$ cat src/hw/ass_pkg.sv
package ass_pkg;
   // ==========================================
   // frame layout
   localparam int ASS_WORD_W     = 16;
   localparam int ASS_CMD_HI     = 15;
   localparam int ASS_CMD_LO     = 13;
   localparam int ASS_ADDR_HI    = 12;
   localparam int ASS_ADDR_LO    = 8;
   localparam int ASS_VAL_HI     = 7;
   localparam int ASS_REG_ZERO_LO = 0;
   localparam int ASS_REG_ZERO_HI = 1;
   localparam int ASS_REG_DIR     = 9;
   localparam int ASS_DIR_BIT     = 7;
   localparam int ASS_NREG       = 32;
   localparam logic [2:0] ASS_OP_READ  = 3'h2;
   localparam logic [2:0] ASS_OP_WRITE = 3'h4;
   localparam logic [4:0] ASS_BITCNT_CMD = 5'h08;
   localparam logic [4:0] ASS_BITCNT_WORD = 5'h10;
   // ==========================================
   // timing
   localparam int ASS_CLK_MHZ      = 200;
   localparam int ASS_REFRESH_NS   = 1000;
   localparam int ASS_REFRESH_CYC  = ASS_REFRESH_NS * ASS_CLK_MHZ / 1000;
   localparam int ASS_NVM_MS       = 20;
   localparam int ASS_NVM_CYC      = ASS_NVM_MS * 1000 * ASS_CLK_MHZ;
   localparam int ASS_IDLE_REG_NS  = 750;
   localparam int ASS_IDLE_REG_CYC = (ASS_IDLE_REG_NS * ASS_CLK_MHZ + 999) / 1000;
   localparam int ASS_SCK_DIV      = 8;
   // ==========================================
   // filter shift (tau as power of two samples)
   localparam int ASS_FILT_SH      = 3;
   localparam int ASS_FIFO_DEPTH   = 8;
endpackage

$ cat src/hw/ass_if.sv
`timescale 1ns/1ps
// ==========================================
// four-wire serial link between master and sensor
interface ass_if;
   logic cs_n;
   logic sclk;
   logic mosi;
   logic miso;
   logic miso_oe;
   modport sensor (input cs_n, input sclk, input mosi, output miso, output miso_oe);
   modport master (output cs_n, output sclk, output mosi, input miso, input miso_oe);
endinterface

$ cat src/hw/ass_sensor.sv
`timescale 1ns/1ps
// Functional notes
// - modes 0 and 3 both accepted, a clock fall before the first rise ignored
// - any clock rate up to 25MHz
// - sample rising, change falling, msb first
// - commands are exactly sixteen bits
// - seventeenth clock returns a parity bit
// - 150ns idle between angle frames
// - 750ns idle around register readout frames
// - wait 20ms before write readback
// - reload output buffer every microsecond
// - select low freezes buffer until release
// - angle shifted msb first over sixteen clocks
// - unused low bits padded with zeros
// - truncated frames accepted without error
// - fast reads repeat previous angle
// - read request opcode, address, zero byte
// - register value returned in upper byte
// - register writes persist, reload at start
// - direction and zero reference are programmable
// - angle passes lag-free second order filter
// - parity makes even count of ones
// - write request, readback acknowledges new value
// - early readback returns old register contents
module ass_sensor
   import ass_pkg::*;
#(
   parameter int RES_BITS = 14,
   parameter int NVM_CYC  = ASS_NVM_CYC
) (
   input  wire logic                  mclk,
   input  wire logic                  arst_n,
   input  wire logic                  ce,
   ass_if.sensor                      lnk,
   input  wire logic [ASS_WORD_W-1:0] fe_angle,
   input  wire logic                  fe_valid,
   output logic                       fe_ready,
   input  wire logic [7:0]            nvm_rd_data [ASS_NREG],
   output logic [ASS_WORD_W-1:0]      angle_out,
   output logic                       busy_nvm
);
   // ==========================================
   // pin synchronisers
   logic [1:0] cs_s_r;
   logic [1:0] sck_s_r;
   logic [1:0] mosi_s_r;
   logic       sck_d_r;
   logic       cs_d_r;

   always_ff @(posedge mclk or negedge arst_n) begin
      if (!arst_n) begin
         cs_s_r   <= 2'h3;
         sck_s_r  <= 2'h0;
         mosi_s_r <= 2'h0;
         sck_d_r  <= 1'b0;
         cs_d_r   <= 1'b1;
      end else if (ce) begin
         cs_s_r   <= {cs_s_r[0], lnk.cs_n};
         sck_s_r  <= {sck_s_r[0], lnk.sclk};
         mosi_s_r <= {mosi_s_r[0], lnk.mosi};
         sck_d_r  <= sck_s_r[1];
         cs_d_r   <= cs_s_r[1];
      end
   end

   logic cs_l;
   logic sck;
   logic sck_rise;
   logic sck_fall;
   logic cs_fall;
   logic cs_rise;
   assign cs_l     = ~cs_s_r[1];
   assign sck      = sck_s_r[1];
   assign sck_rise = sck & ~sck_d_r; // no timeout, no lower rate limit
   assign sck_fall = ~sck & sck_d_r;
   assign cs_fall  = cs_d_r & ~cs_s_r[1];
   assign cs_rise  = ~cs_d_r & cs_s_r[1];

   // ==========================================
   // configuration registers, loaded from nvm at start
   logic [7:0] reg_r [ASS_NREG];
   logic       loaded_r;
   logic       wr_pend_r;
   logic [4:0] wr_addr_r;
   logic [7:0] wr_val_r;
   logic [31:0] nvm_cnt_r;

   function automatic logic par_even(input logic [ASS_WORD_W-1:0] w);
      par_even = ^w;
   endfunction

   function automatic logic [2:0] op_of(input logic [ASS_WORD_W-1:0] w);
      op_of = w[ASS_CMD_HI:ASS_CMD_LO];
   endfunction

   // ==========================================
   // angle path: filter, direction, zero, buffer
   logic [ASS_WORD_W+ASS_FILT_SH-1:0] f1_r;
   logic [ASS_WORD_W+ASS_FILT_SH-1:0] f2_r;
   logic [ASS_WORD_W-1:0]             filt;
   logic [ASS_WORD_W-1:0]             ang_adj;
   logic [ASS_WORD_W-1:0]             res_mask;
   logic [ASS_WORD_W-1:0]             buf_r;
   logic                              frozen_r;

   assign fe_ready = 1'b1;
   // lead term cancels the second pole lag at constant speed
   assign filt = ASS_WORD_W'((2 * f1_r - f2_r) >> ASS_FILT_SH);
   assign res_mask = ~((ASS_WORD_W'(1) << (ASS_WORD_W - RES_BITS)) - 1'b1);
   // direction bit reverses, the two zero registers give the offset
   assign ang_adj = ((reg_r[ASS_REG_DIR][ASS_DIR_BIT] ? -filt : filt)
                     - {reg_r[ASS_REG_ZERO_HI], reg_r[ASS_REG_ZERO_LO]}) & res_mask;

   always_ff @(posedge mclk or negedge arst_n) begin
      if (!arst_n) begin
         f1_r <= '0;
         f2_r <= '0;
      end else if (ce && fe_valid) begin
         f1_r <= f1_r - (f1_r >> ASS_FILT_SH) + (ASS_WORD_W+ASS_FILT_SH)'(fe_angle);
         f2_r <= f2_r - (f2_r >> ASS_FILT_SH) + (f1_r >> ASS_FILT_SH);
      end
   end

   // refresh timer, one load per microsecond while not frozen
   logic [7:0] ref_cnt_r;
   always_ff @(posedge mclk or negedge arst_n) begin
      if (!arst_n) begin
         ref_cnt_r <= '0;
         buf_r     <= '0;
      end else if (ce) begin
         if (ref_cnt_r == 8'(ASS_REFRESH_CYC - 1)) begin
            ref_cnt_r <= '0;
            if (!frozen_r && cs_s_r[1]) begin
               buf_r <= ang_adj;
            end
         end else begin
            ref_cnt_r <= ref_cnt_r + 8'h01;
         end
      end
   end

   // ==========================================
   // frame engine
   logic [ASS_WORD_W-1:0] sh_out_r;
   logic [ASS_WORD_W-1:0] sh_in_r;
   logic [4:0]            bitcnt_r;
   logic                  par_r;
   logic                  miso_r;
   logic                  rd_next_r;
   logic [4:0]            rd_addr_r;
   logic [ASS_WORD_W-1:0] head;

   // first byte with the incoming bit, left aligned as in a full word
   assign head = {sh_in_r[ASS_WORD_W-2:0], mosi_s_r[1]} << ASS_BITCNT_CMD;

   always_ff @(posedge mclk or negedge arst_n) begin
      if (!arst_n) begin
         frozen_r  <= 1'b0;
         sh_out_r  <= '0;
         sh_in_r   <= '0;
         bitcnt_r  <= '0;
         par_r     <= 1'b0;
         miso_r    <= 1'b0;
         rd_next_r <= 1'b0;
         rd_addr_r <= '0;
      end else if (ce) begin
         if (cs_fall) begin
            // frame start: freeze and preload reply
            frozen_r <= 1'b1;
            bitcnt_r <= '0;
            if (rd_next_r) begin
               sh_out_r <= {reg_r[rd_addr_r], 8'h00};
               par_r    <= par_even({reg_r[rd_addr_r], 8'h00});
               miso_r   <= reg_r[rd_addr_r][7];
            end else begin
               sh_out_r <= buf_r;
               par_r    <= par_even(buf_r);
               miso_r   <= buf_r[ASS_WORD_W-1];
            end
            rd_next_r <= 1'b0;
         end else if (cs_rise) begin
            frozen_r <= 1'b0;
         end else if (cs_l) begin
            if (sck_rise) begin
               sh_in_r  <= {sh_in_r[ASS_WORD_W-2:0], mosi_s_r[1]};
               bitcnt_r <= bitcnt_r + 5'h01;
               if (bitcnt_r == ASS_BITCNT_CMD - 5'h01) begin
                  // opcode known after first byte; a write answers with its register too
                  if (op_of(head) == ASS_OP_READ
                      || op_of(head) == ASS_OP_WRITE) begin
                     rd_next_r <= 1'b1;
                     rd_addr_r <= head[ASS_ADDR_HI:ASS_ADDR_LO];
                  end
               end
            end
            if (sck_fall && bitcnt_r != 5'h00) begin
               // mode 3 has an idle-high leading fall that counts zero
               sh_out_r <= {sh_out_r[ASS_WORD_W-2:0], 1'b0};
               miso_r   <= (bitcnt_r >= ASS_BITCNT_WORD) ? par_r
                                                         : sh_out_r[ASS_WORD_W-2];
            end
         end
      end
   end

   // ==========================================
   // write request and nvm commit
   always_ff @(posedge mclk or negedge arst_n) begin
      if (!arst_n) begin
         loaded_r  <= 1'b0;
         wr_pend_r <= 1'b0;
         wr_addr_r <= '0;
         wr_val_r  <= '0;
         nvm_cnt_r <= '0;
         for (int i = 0; i < ASS_NREG; i++) begin
            reg_r[i] <= 8'h00;
         end
      end else if (ce) begin
         if (!loaded_r) begin
            loaded_r <= 1'b1;
            for (int i = 0; i < ASS_NREG; i++) begin
               reg_r[i] <= nvm_rd_data[i];
            end
         end
         if (cs_rise && bitcnt_r >= ASS_BITCNT_WORD
             && op_of(sh_in_r) == ASS_OP_WRITE) begin
            wr_pend_r <= 1'b1;
            wr_addr_r <= sh_in_r[ASS_ADDR_HI:ASS_ADDR_LO];
            wr_val_r  <= sh_in_r[ASS_VAL_HI:0];
            nvm_cnt_r <= '0;
         end else if (wr_pend_r) begin
            if (nvm_cnt_r == 32'(NVM_CYC - 1)) begin
               wr_pend_r          <= 1'b0;
               reg_r[wr_addr_r]   <= wr_val_r;
            end else begin
               nvm_cnt_r <= nvm_cnt_r + 32'h1;
            end
         end
      end
   end

   // drive enable follows the synchronised select, registered
   logic oe_r;
   always_ff @(posedge mclk or negedge arst_n) begin
      if (!arst_n) begin
         oe_r <= 1'b0;
      end else if (ce) begin
         oe_r <= cs_l;
      end
   end

   assign lnk.miso    = miso_r;
   assign lnk.miso_oe = oe_r;

   // exported status
   always_ff @(posedge mclk or negedge arst_n) begin
      if (!arst_n) begin
         angle_out <= '0;
         busy_nvm  <= 1'b0;
      end else if (ce) begin
         angle_out <= buf_r;
         busy_nvm  <= wr_pend_r;
      end
   end
endmodule

$ cat src/flat_wrapper.sv
// flat-port wrapper written by rule: the top's interface ports become plain ports
module ass_sensor_flat import ass_pkg::*;
#(
   parameter int RES_BITS = 14,
   parameter int NVM_CYC  = ASS_NVM_CYC
)
  (mclk, arst_n, ce, fe_angle, fe_valid, fe_ready, nvm_rd_data, angle_out, busy_nvm, lnk_cs_n, lnk_sclk, lnk_mosi, lnk_miso, lnk_miso_oe);
  ass_if lnk_i ();
  input  wire logic mclk;
  input  wire logic arst_n;
  input  wire logic ce;
  input  wire logic [ASS_WORD_W-1:0] fe_angle;
  input  wire logic fe_valid;
  output logic fe_ready;
  input  wire logic [7:0] nvm_rd_data[ASS_NREG];
  output logic [ASS_WORD_W-1:0] angle_out;
  output logic busy_nvm;
  input wire logic [$bits(lnk_i.cs_n)-1:0] lnk_cs_n;
  input wire logic [$bits(lnk_i.sclk)-1:0] lnk_sclk;
  input wire logic [$bits(lnk_i.mosi)-1:0] lnk_mosi;
  output wire logic [$bits(lnk_i.miso)-1:0] lnk_miso;
  output wire logic [$bits(lnk_i.miso_oe)-1:0] lnk_miso_oe;
  assign lnk_i.cs_n = lnk_cs_n;
  assign lnk_i.sclk = lnk_sclk;
  assign lnk_i.mosi = lnk_mosi;
  assign lnk_miso = lnk_i.miso;
  assign lnk_miso_oe = lnk_i.miso_oe;
  ass_sensor #(.RES_BITS(RES_BITS), .NVM_CYC(NVM_CYC)) u_core (.mclk(mclk), .arst_n(arst_n), .ce(ce), .lnk(lnk_i), .fe_angle(fe_angle), .fe_valid(fe_valid), .fe_ready(fe_ready), .nvm_rd_data(nvm_rd_data), .angle_out(angle_out), .busy_nvm(busy_nvm));
endmodule
$ cat config.mk
export PLATFORM = sky130hd
export DESIGN_NAME = ass_sensor_flat
export DESIGN_NICKNAME = d
export VERILOG_FILES = /design/src/hw/ass_pkg.sv /design/src/hw/ass_if.sv /design/src/hw/ass_sensor.sv /design/src/flat_wrapper.sv
export SDC_FILE = /design/constraint.sdc
export NUM_CORES = 1
export LEC_CHECK = 0
export BUFFER_PORTS_ARGS = -buffer_cell sky130_fd_sc_hd__buf_2
export CORE_UTILIZATION = 35
export DETAILED_ROUTE_END_ITERATION = 12
export HOLD_SLACK_MARGIN = 0.03
export PLACE_DENSITY = 0.5
export SETUP_SLACK_MARGIN = 0.15
export SYNTH_ARGS = -nofsm -noshare
export SYNTH_HDL_FRONTEND = slang
export SYNTH_SLANG_ARGS = --single-unit
export TNS_END_PERCENT = 1
$ cat constraint.sdc
create_clock -name mclk -period 4.3 [get_ports mclk]
set_clock_uncertainty 0.15 [all_clocks]
set_input_delay 0.43 -clock mclk [delete_from_list [all_inputs] [get_ports mclk]]
set_output_delay 0.43 -clock mclk [all_outputs]
set_load 0.005 [all_outputs]
Yosys cells after proc, flatten, opt, wreduce, memory -nomap -nowiden --
Cells that the tools add are included.
Cells by class: multiplexer cells 43, $lt $le $gt $ge 4, reduce and logical (&&, ||, !) cells 27, equal/unequal tests 9, bitwise logic cells 12, $add $sub $neg 10
Operator list (number):
- 256-bit two-way mux | 5
- 256-bit bitwise mux | 1
- 32-bit two-way mux | 3
- 15-bit two-way mux | 5
- 8-bit binary-select mux with 5-bit select | 1
- 8-bit demux with 5-bit select | 1
- 19-bit by 16-bit adder with 19-bit output | 2
- 19-bit by 16-bit subtractor with 19-bit output | 2
- 32-bit by 1-bit adder with 32-bit output (second input constant) | 1
- 32-bit by 22-bit equality test with 1-bit output (second input constant) | 1
- 8-bit two-way mux | 4
- 16-bit parity | 2
- 5-bit two-way mux | 4
- 19-bit subtractor | 1
- 1-bit two-way mux | 18
- 16-bit two-way mux | 1
- 16-bit negation | 1
- 16-bit subtractor | 1
- 6-bit greater-or-equal comparator (second input constant) | 2
- 5-bit inverter with 6-bit output | 2
- 2-bit nonzero test | 6
- 8-bit by 1-bit adder with 8-bit output (second input constant) | 1
- 8-bit equality test (second input constant) | 1
- 4-bit AND reduction | 2
- other kinds (19) | 37
Word-level totals: output and inout bits 20, bits in registers 432, logic and storage cells 162

Longest topological paths before layout --
depth in word-level cells 9, gate-level depth with buffers 22, depth with buffers taken out 22

Worst setup path before layout --
No wires, ideal clock.
path kind reg2reg, start register u_core.f2_r[1], end register u_core.buf_r[12], data required time 4.025 ns, path buffers 1, data arrival time 4.125 ns, period minus slack after synthesis 4.400 ns, stages on the path, launching flop included 23, setup time 0.125 ns, path slack -0.100 ns, path through dfrtp_1 > inv_1 > ha_1 > nor2b_1 > o21a_1 > a311o_1 > buf_6 > or3_4 > nor2_1 > a22oi_1 > o21ai_0 > xnor2_1 > ha_1 > a21o_1 > a21o_1 > a21o_1 > a21oi_1 > nand2_1 > and2_1 > o21a_1 > nor3_1 > nor2_1 > mux2_2
On the way: longest elaborated chain between the ends 4
RTL lines:
- from (decl) | line ass_sensor.sv:99 | logic [ASS_WORD_W+ASS_FILT_SH-1:0] f2_r;
- from (signal assigned) | line ass_sensor.sv:120 | f2_r <= f2_r - (f2_r >> ASS_FILT_SH) + (f1_r >> ASS_FILT_SH);
- 19-bit subtractor * | line ass_sensor.sv:108 | assign filt = ASS_WORD_W'((2 * f1_r - f2_r) >> ASS_FILT_SH);
- 16-bit negation | line ass_sensor.sv:111 | assign ang_adj = ((reg_r[ASS_REG_DIR][ASS_DIR_BIT] ? -filt : filt)
- 16-bit two-way mux * | line ass_sensor.sv:111
- 16-bit subtractor * | line ass_sensor.sv:112 | - {reg_r[ASS_REG_ZERO_HI], reg_r[ASS_REG_ZERO_LO]}) & res_mask;
- to (signal assigned) | line ass_sensor.sv:134 | buf_r <= ang_adj;
- to (decl) | line ass_sensor.sv:103 | logic [ASS_WORD_W-1:0] buf_r;
Every way passes the cells marked *; elsewhere a longest branch is shown, timed or not. A chain may end at the register's enable or synchronous reset.

Worst setup path after layout --
start register u_core.f1_r[0], end register u_core.buf_r[12]
On the way: longest elaborated chain between the ends 4
RTL lines:
- from (decl) | line ass_sensor.sv:98 | logic [ASS_WORD_W+ASS_FILT_SH-1:0] f1_r;
- from (signal assigned) | line ass_sensor.sv:119 | f1_r <= f1_r - (f1_r >> ASS_FILT_SH) + (ASS_WORD_W+ASS_FILT_SH)'(fe_angle);
- 19-bit subtractor * | line ass_sensor.sv:108
- 16-bit negation | line ass_sensor.sv:111
- 16-bit two-way mux * | line ass_sensor.sv:111
- 16-bit subtractor * | line ass_sensor.sv:112
Marked as above.

==> impl_results.md <==
* Row count at 97
* Least-Margin Pin Slew at around 1.2 ns
* Final wirelength at 88500 um
* Post-Route Setup TNS at -0.0768 ns
* Top cell type's share of synthesized area at 0.429
* Antenna Violating Nets Remaining at 0
* Worst hold start: nvm_rd_data[131]
* FF-to-FF Start: u_core.f1_r[0]
* GRT Util Overall at 0.242
* Critical path type: register to register
* Post-layout min period at 4.35 ns
* VDD IR-drop max at 0.593 mV
* Remaining global-route overflow at 0
* Initial antenna violation count at 3
* Crit path launch type: register
* Non-Filler Instances at 4150
* Cell type with the largest total area after synthesis: dfrtp_1
* Sequential area share after synthesis at 0.432
* Final Power at ~21 mW
* Drt drc at 0
* Clk Tree Root Cell: clkbuf_16
* Final Max Tran Viols at 0
* Max Cap Viol at 0
* Cell area power density at 661 mW/mm^2
* CTS H-tree depth at 2
* Final Hold Viols at 0
* Largest net degree at the start of global routing at 105
* Vias in the first global route at 22911
* Hold Crit Class: primary input to register
* Max Clk Rate at 230 MHz
* Number of synthesized register bits at 430
* # port buffers at 295
* Worst Setup SP: u_core.f1_r[0]
* Clk pwr share at 0.218
* Synth top area cells: dfrtp_1 (43%), a21oi_1 (7.2%), mux4_2 (7.2%)
* Setup slack after layout at -0.0493 ns
* Starting Density at 0.354
* CTS sink count at 430
* Sw Pwr at 8.54 mW
* Most frequent cell after synthesis: dfrtp_1
* Synthesis warning total at 0
* Via count at approximately 23000
* Core ar. at 0.0703 sq mm
* Drt wl/cell at 21.3 um
* Worst EP required at 4.65 ns
* Sw Share at 0.400
* NumNets Final at 3554
* Ratio of cells with drive above 1 in the final layout at 0.215
* Cells after synthesis at between 2000 and 3000
* Post-Place Cell Area at 0.0280 sq mm
* Final Hold Slack at roughly 0.038 ns
* Area delta synth->final at 29.7%
* Crit Path Max Fanout at 3
* DR iter-0 viols at approximately 2100
* Worst skew pair latency at 0.63 ns
* RD Place Congestion at 0.912
* Post-Syn Area at 0.0249 sq mm
* Violated checks: setup timing
* Final setup fails at 2
* Design Area, Final at roughly 0.032 sq mm
* Cells after DPL at 3812
* Global-route wire length before repair at 134000 um
* Static Leakage at between 10 and 15 nW
* Die area at 0.0722 sq mm
* Seq pwr share at 0.246
* Post-DP HPWL at roughly 63000 um
* I/O pin count at between 200 and 300
* Outcome: complete, but fails checks
* CTS max path bufs at 3
* Sequential cell area at approximately 0.011 sq mm
* CTS tree: yes
* Footprint of the multi-input gates at between 0.01 and 0.015 sq mm
* Die Ht at approximately 270 um
* Syn_area_per_cell at 9.51 sq um
* Via density at 5.50
* Asr flop ratio synth at 1.00
* Critical path endpoint category: register
* Fillers at 6732
* Gate power share at 0.535
* CTS clk-pin slew, worst paths at roughly 0.06 ns
* Top_reg_cell synth: dfrtp_1
* Internal Pwr Total at about 13 mW
* Slew HR at 0.187
* Post-synth top cells: dfrtp_1 (427), a21oi_1 (360), nor2_1 (359)
* Unique masters post-synth at 72
* WP data arrival at 4.70 ns
* Num CTS Buffers at 51
* Number of synthesized flops with an enable pin at 0
* Die Wd at between 200 and 300 um
* DRT Pass-1 Iters at 5
* Crit share post-route at 1.01
* RSZ-0062 raised after global routing: true
-- area by class of cell --
cell class              count  area share
multi-input cells        1865       0.404
flip-flops and latches    430       0.333
repair buffers            656       0.152
clock buffers              75      0.0476
well taps                 940      0.0364
inverters                 162      0.0188
clock inverters            19     0.00814
diodes                      3    0.000232
-- routing by layer --
layer | vias to the layer above | part of all wire | GRT usage | wire length, um
met3 | 210 | 0.064 | 0.0421 | 5700
li1 | 10462 | - | - | -
met1 | 11309 | 0.43 | 0.325 | 38400
met4 | 0 | 0.035 | 0.0868 | 3130
met5 | - | 0 | 0 | 0
met2 | 855 | 0.47 | 0.394 | 41300
-- registers in the layout (all words and copies together), names as in the netlist, 13 cells and up --
| register | cells |
|---|---|
| u_core.sh_in_r | 16 |
| u_core.reg_r | 256 |
| u_core.f2_r | 19 |
| u_core.angle_out | 14 |
| u_core.f1_r | 19 |
| u_core.nvm_cnt_r | 32 |
| u_core.sh_out_r | 13 |
| u_core.buf_r | 14 |
-- cells by family (layout without fill, tap and decap cells) --
| logic type | Yosys count | after routing | share of synthesized area |
|---|---|---|---|
| other cells | 2 | 6 | 0.000302 |
| xor+xnor | 120 | 120 | 0.0422 |
| flops | 430 | 430 | 0.432 |
| buf+inv | 326 | 912 | 0.0506 |
| simple gates | 677 | 677 | 0.119 |
| compound gates | 798 | 798 | 0.185 |
| mux | 158 | 158 | 0.107 |
| fa+ha+maj | 109 | 109 | 0.0644 |
-- final timing paths --
path | end | slack, ns | cells after the start
worst max-delay path | u_core.buf_r[12] | -0.05 | 20
worst min-delay path | u_core.reg_r[131] | 0.04 | 3
worst max register to register | u_core.buf_r[12] | -0.05 | 20
worst min register to register | u_core.f2_r[2] | 0.33 | 2
max in group asynchronous | u_core.f2_r[3] | 2.62 | 3
min in group asynchronous | u_core.reg_r[125] | 0.27 | 2
-- power groups by stage --
| stage | sequential, mW | combinational, mW | clock (mW) |
|---|---|---|---|
| floorplan | 5.14 | 7.87 | 0 |
| global placement | 5.30 | 10.7 | 0 |
| detailed placement | 5.32 | 10.9 | 0 |
| CTS | 5.26 | 11.2 | 4.73 |
| global route | 5.35 | 12.8 | 4.91 |
| finish | 5.26 | 11.4 | 4.66 |
-- layout by cell type (no fill, tap or decap), types with 11 or more instances in the layout --
| cell | n |
|---|---|
| nand2_1 | 140 |
| xor2_1 | 47 |
| o21ai_0 | 71 |
| a21o_1 | 25 |
| nand4_1 | 15 |
| nor2_1 | 357 |
| buf_2 | 293 |
| clkbuf_16 | 52 |
| clkbuf_8 | 15 |
| clkinv_2 | 11 |
| xnor2_1 | 73 |
| o22ai_1 | 257 |
| dlygate4sd3_1 | 240 |
| a21oi_1 | 357 |
| ha_1 | 74 |
| mux2i_1 | 17 |
| nand3_1 | 28 |
| nor3_1 | 22 |
| dfrtp_1 | 424 |
| o21ai_1 | 13 |
| fa_1 | 32 |
| mux4_2 | 80 |
| mux2_2 | 60 |
| inv_1 | 160 |
| buf_4 | 114 |
| or3_1 | 17 |
| nand2b_1 | 43 |
-- metrics by stage --
| stage | worst slack, ns | util |
|---|---|---|
| after CTS | -0.0472 | 0.459 |
| final | -0.0493 | 0.460 |
| after global routing | -0.250 | 0.460 |
| after global placement | -0.0241 | 0.398 |
| after detailed placement | -0.0828 | 0.398 |
| after floorplan | 0.0898 | - |
-- critical path, stage by stage, from the launching register on --
cell     delay [ns]
dfrtp_1        0.38
ha_1           0.31
nor2b_4        0.14
o21a_1         0.21
a311o_1        0.33
or3_4          0.37
nor2_1         0.12
a22oi_1        0.07
o21ai_1        0.16
xnor2_1        0.15
ha_1           0.27
a21o_1         0.17
a21o_1         0.19
a21o_1         0.17
a21oi_2        0.15
nand2_1        0.09
and2_4         0.15
o21a_1         0.20
nor3_2         0.16
nor2_1         0.05
mux2_2         0.25
-- repair_timing --
action	4_1_cts	5_1_grt
endpoints found under the hold margin	329	0
gates resized for setup	7	15
setup buffers	0	1
pin swaps	3	6
hold buffers	240	0
endpoints found under the setup margin	6	16
(Power assumes the default switching activity.)
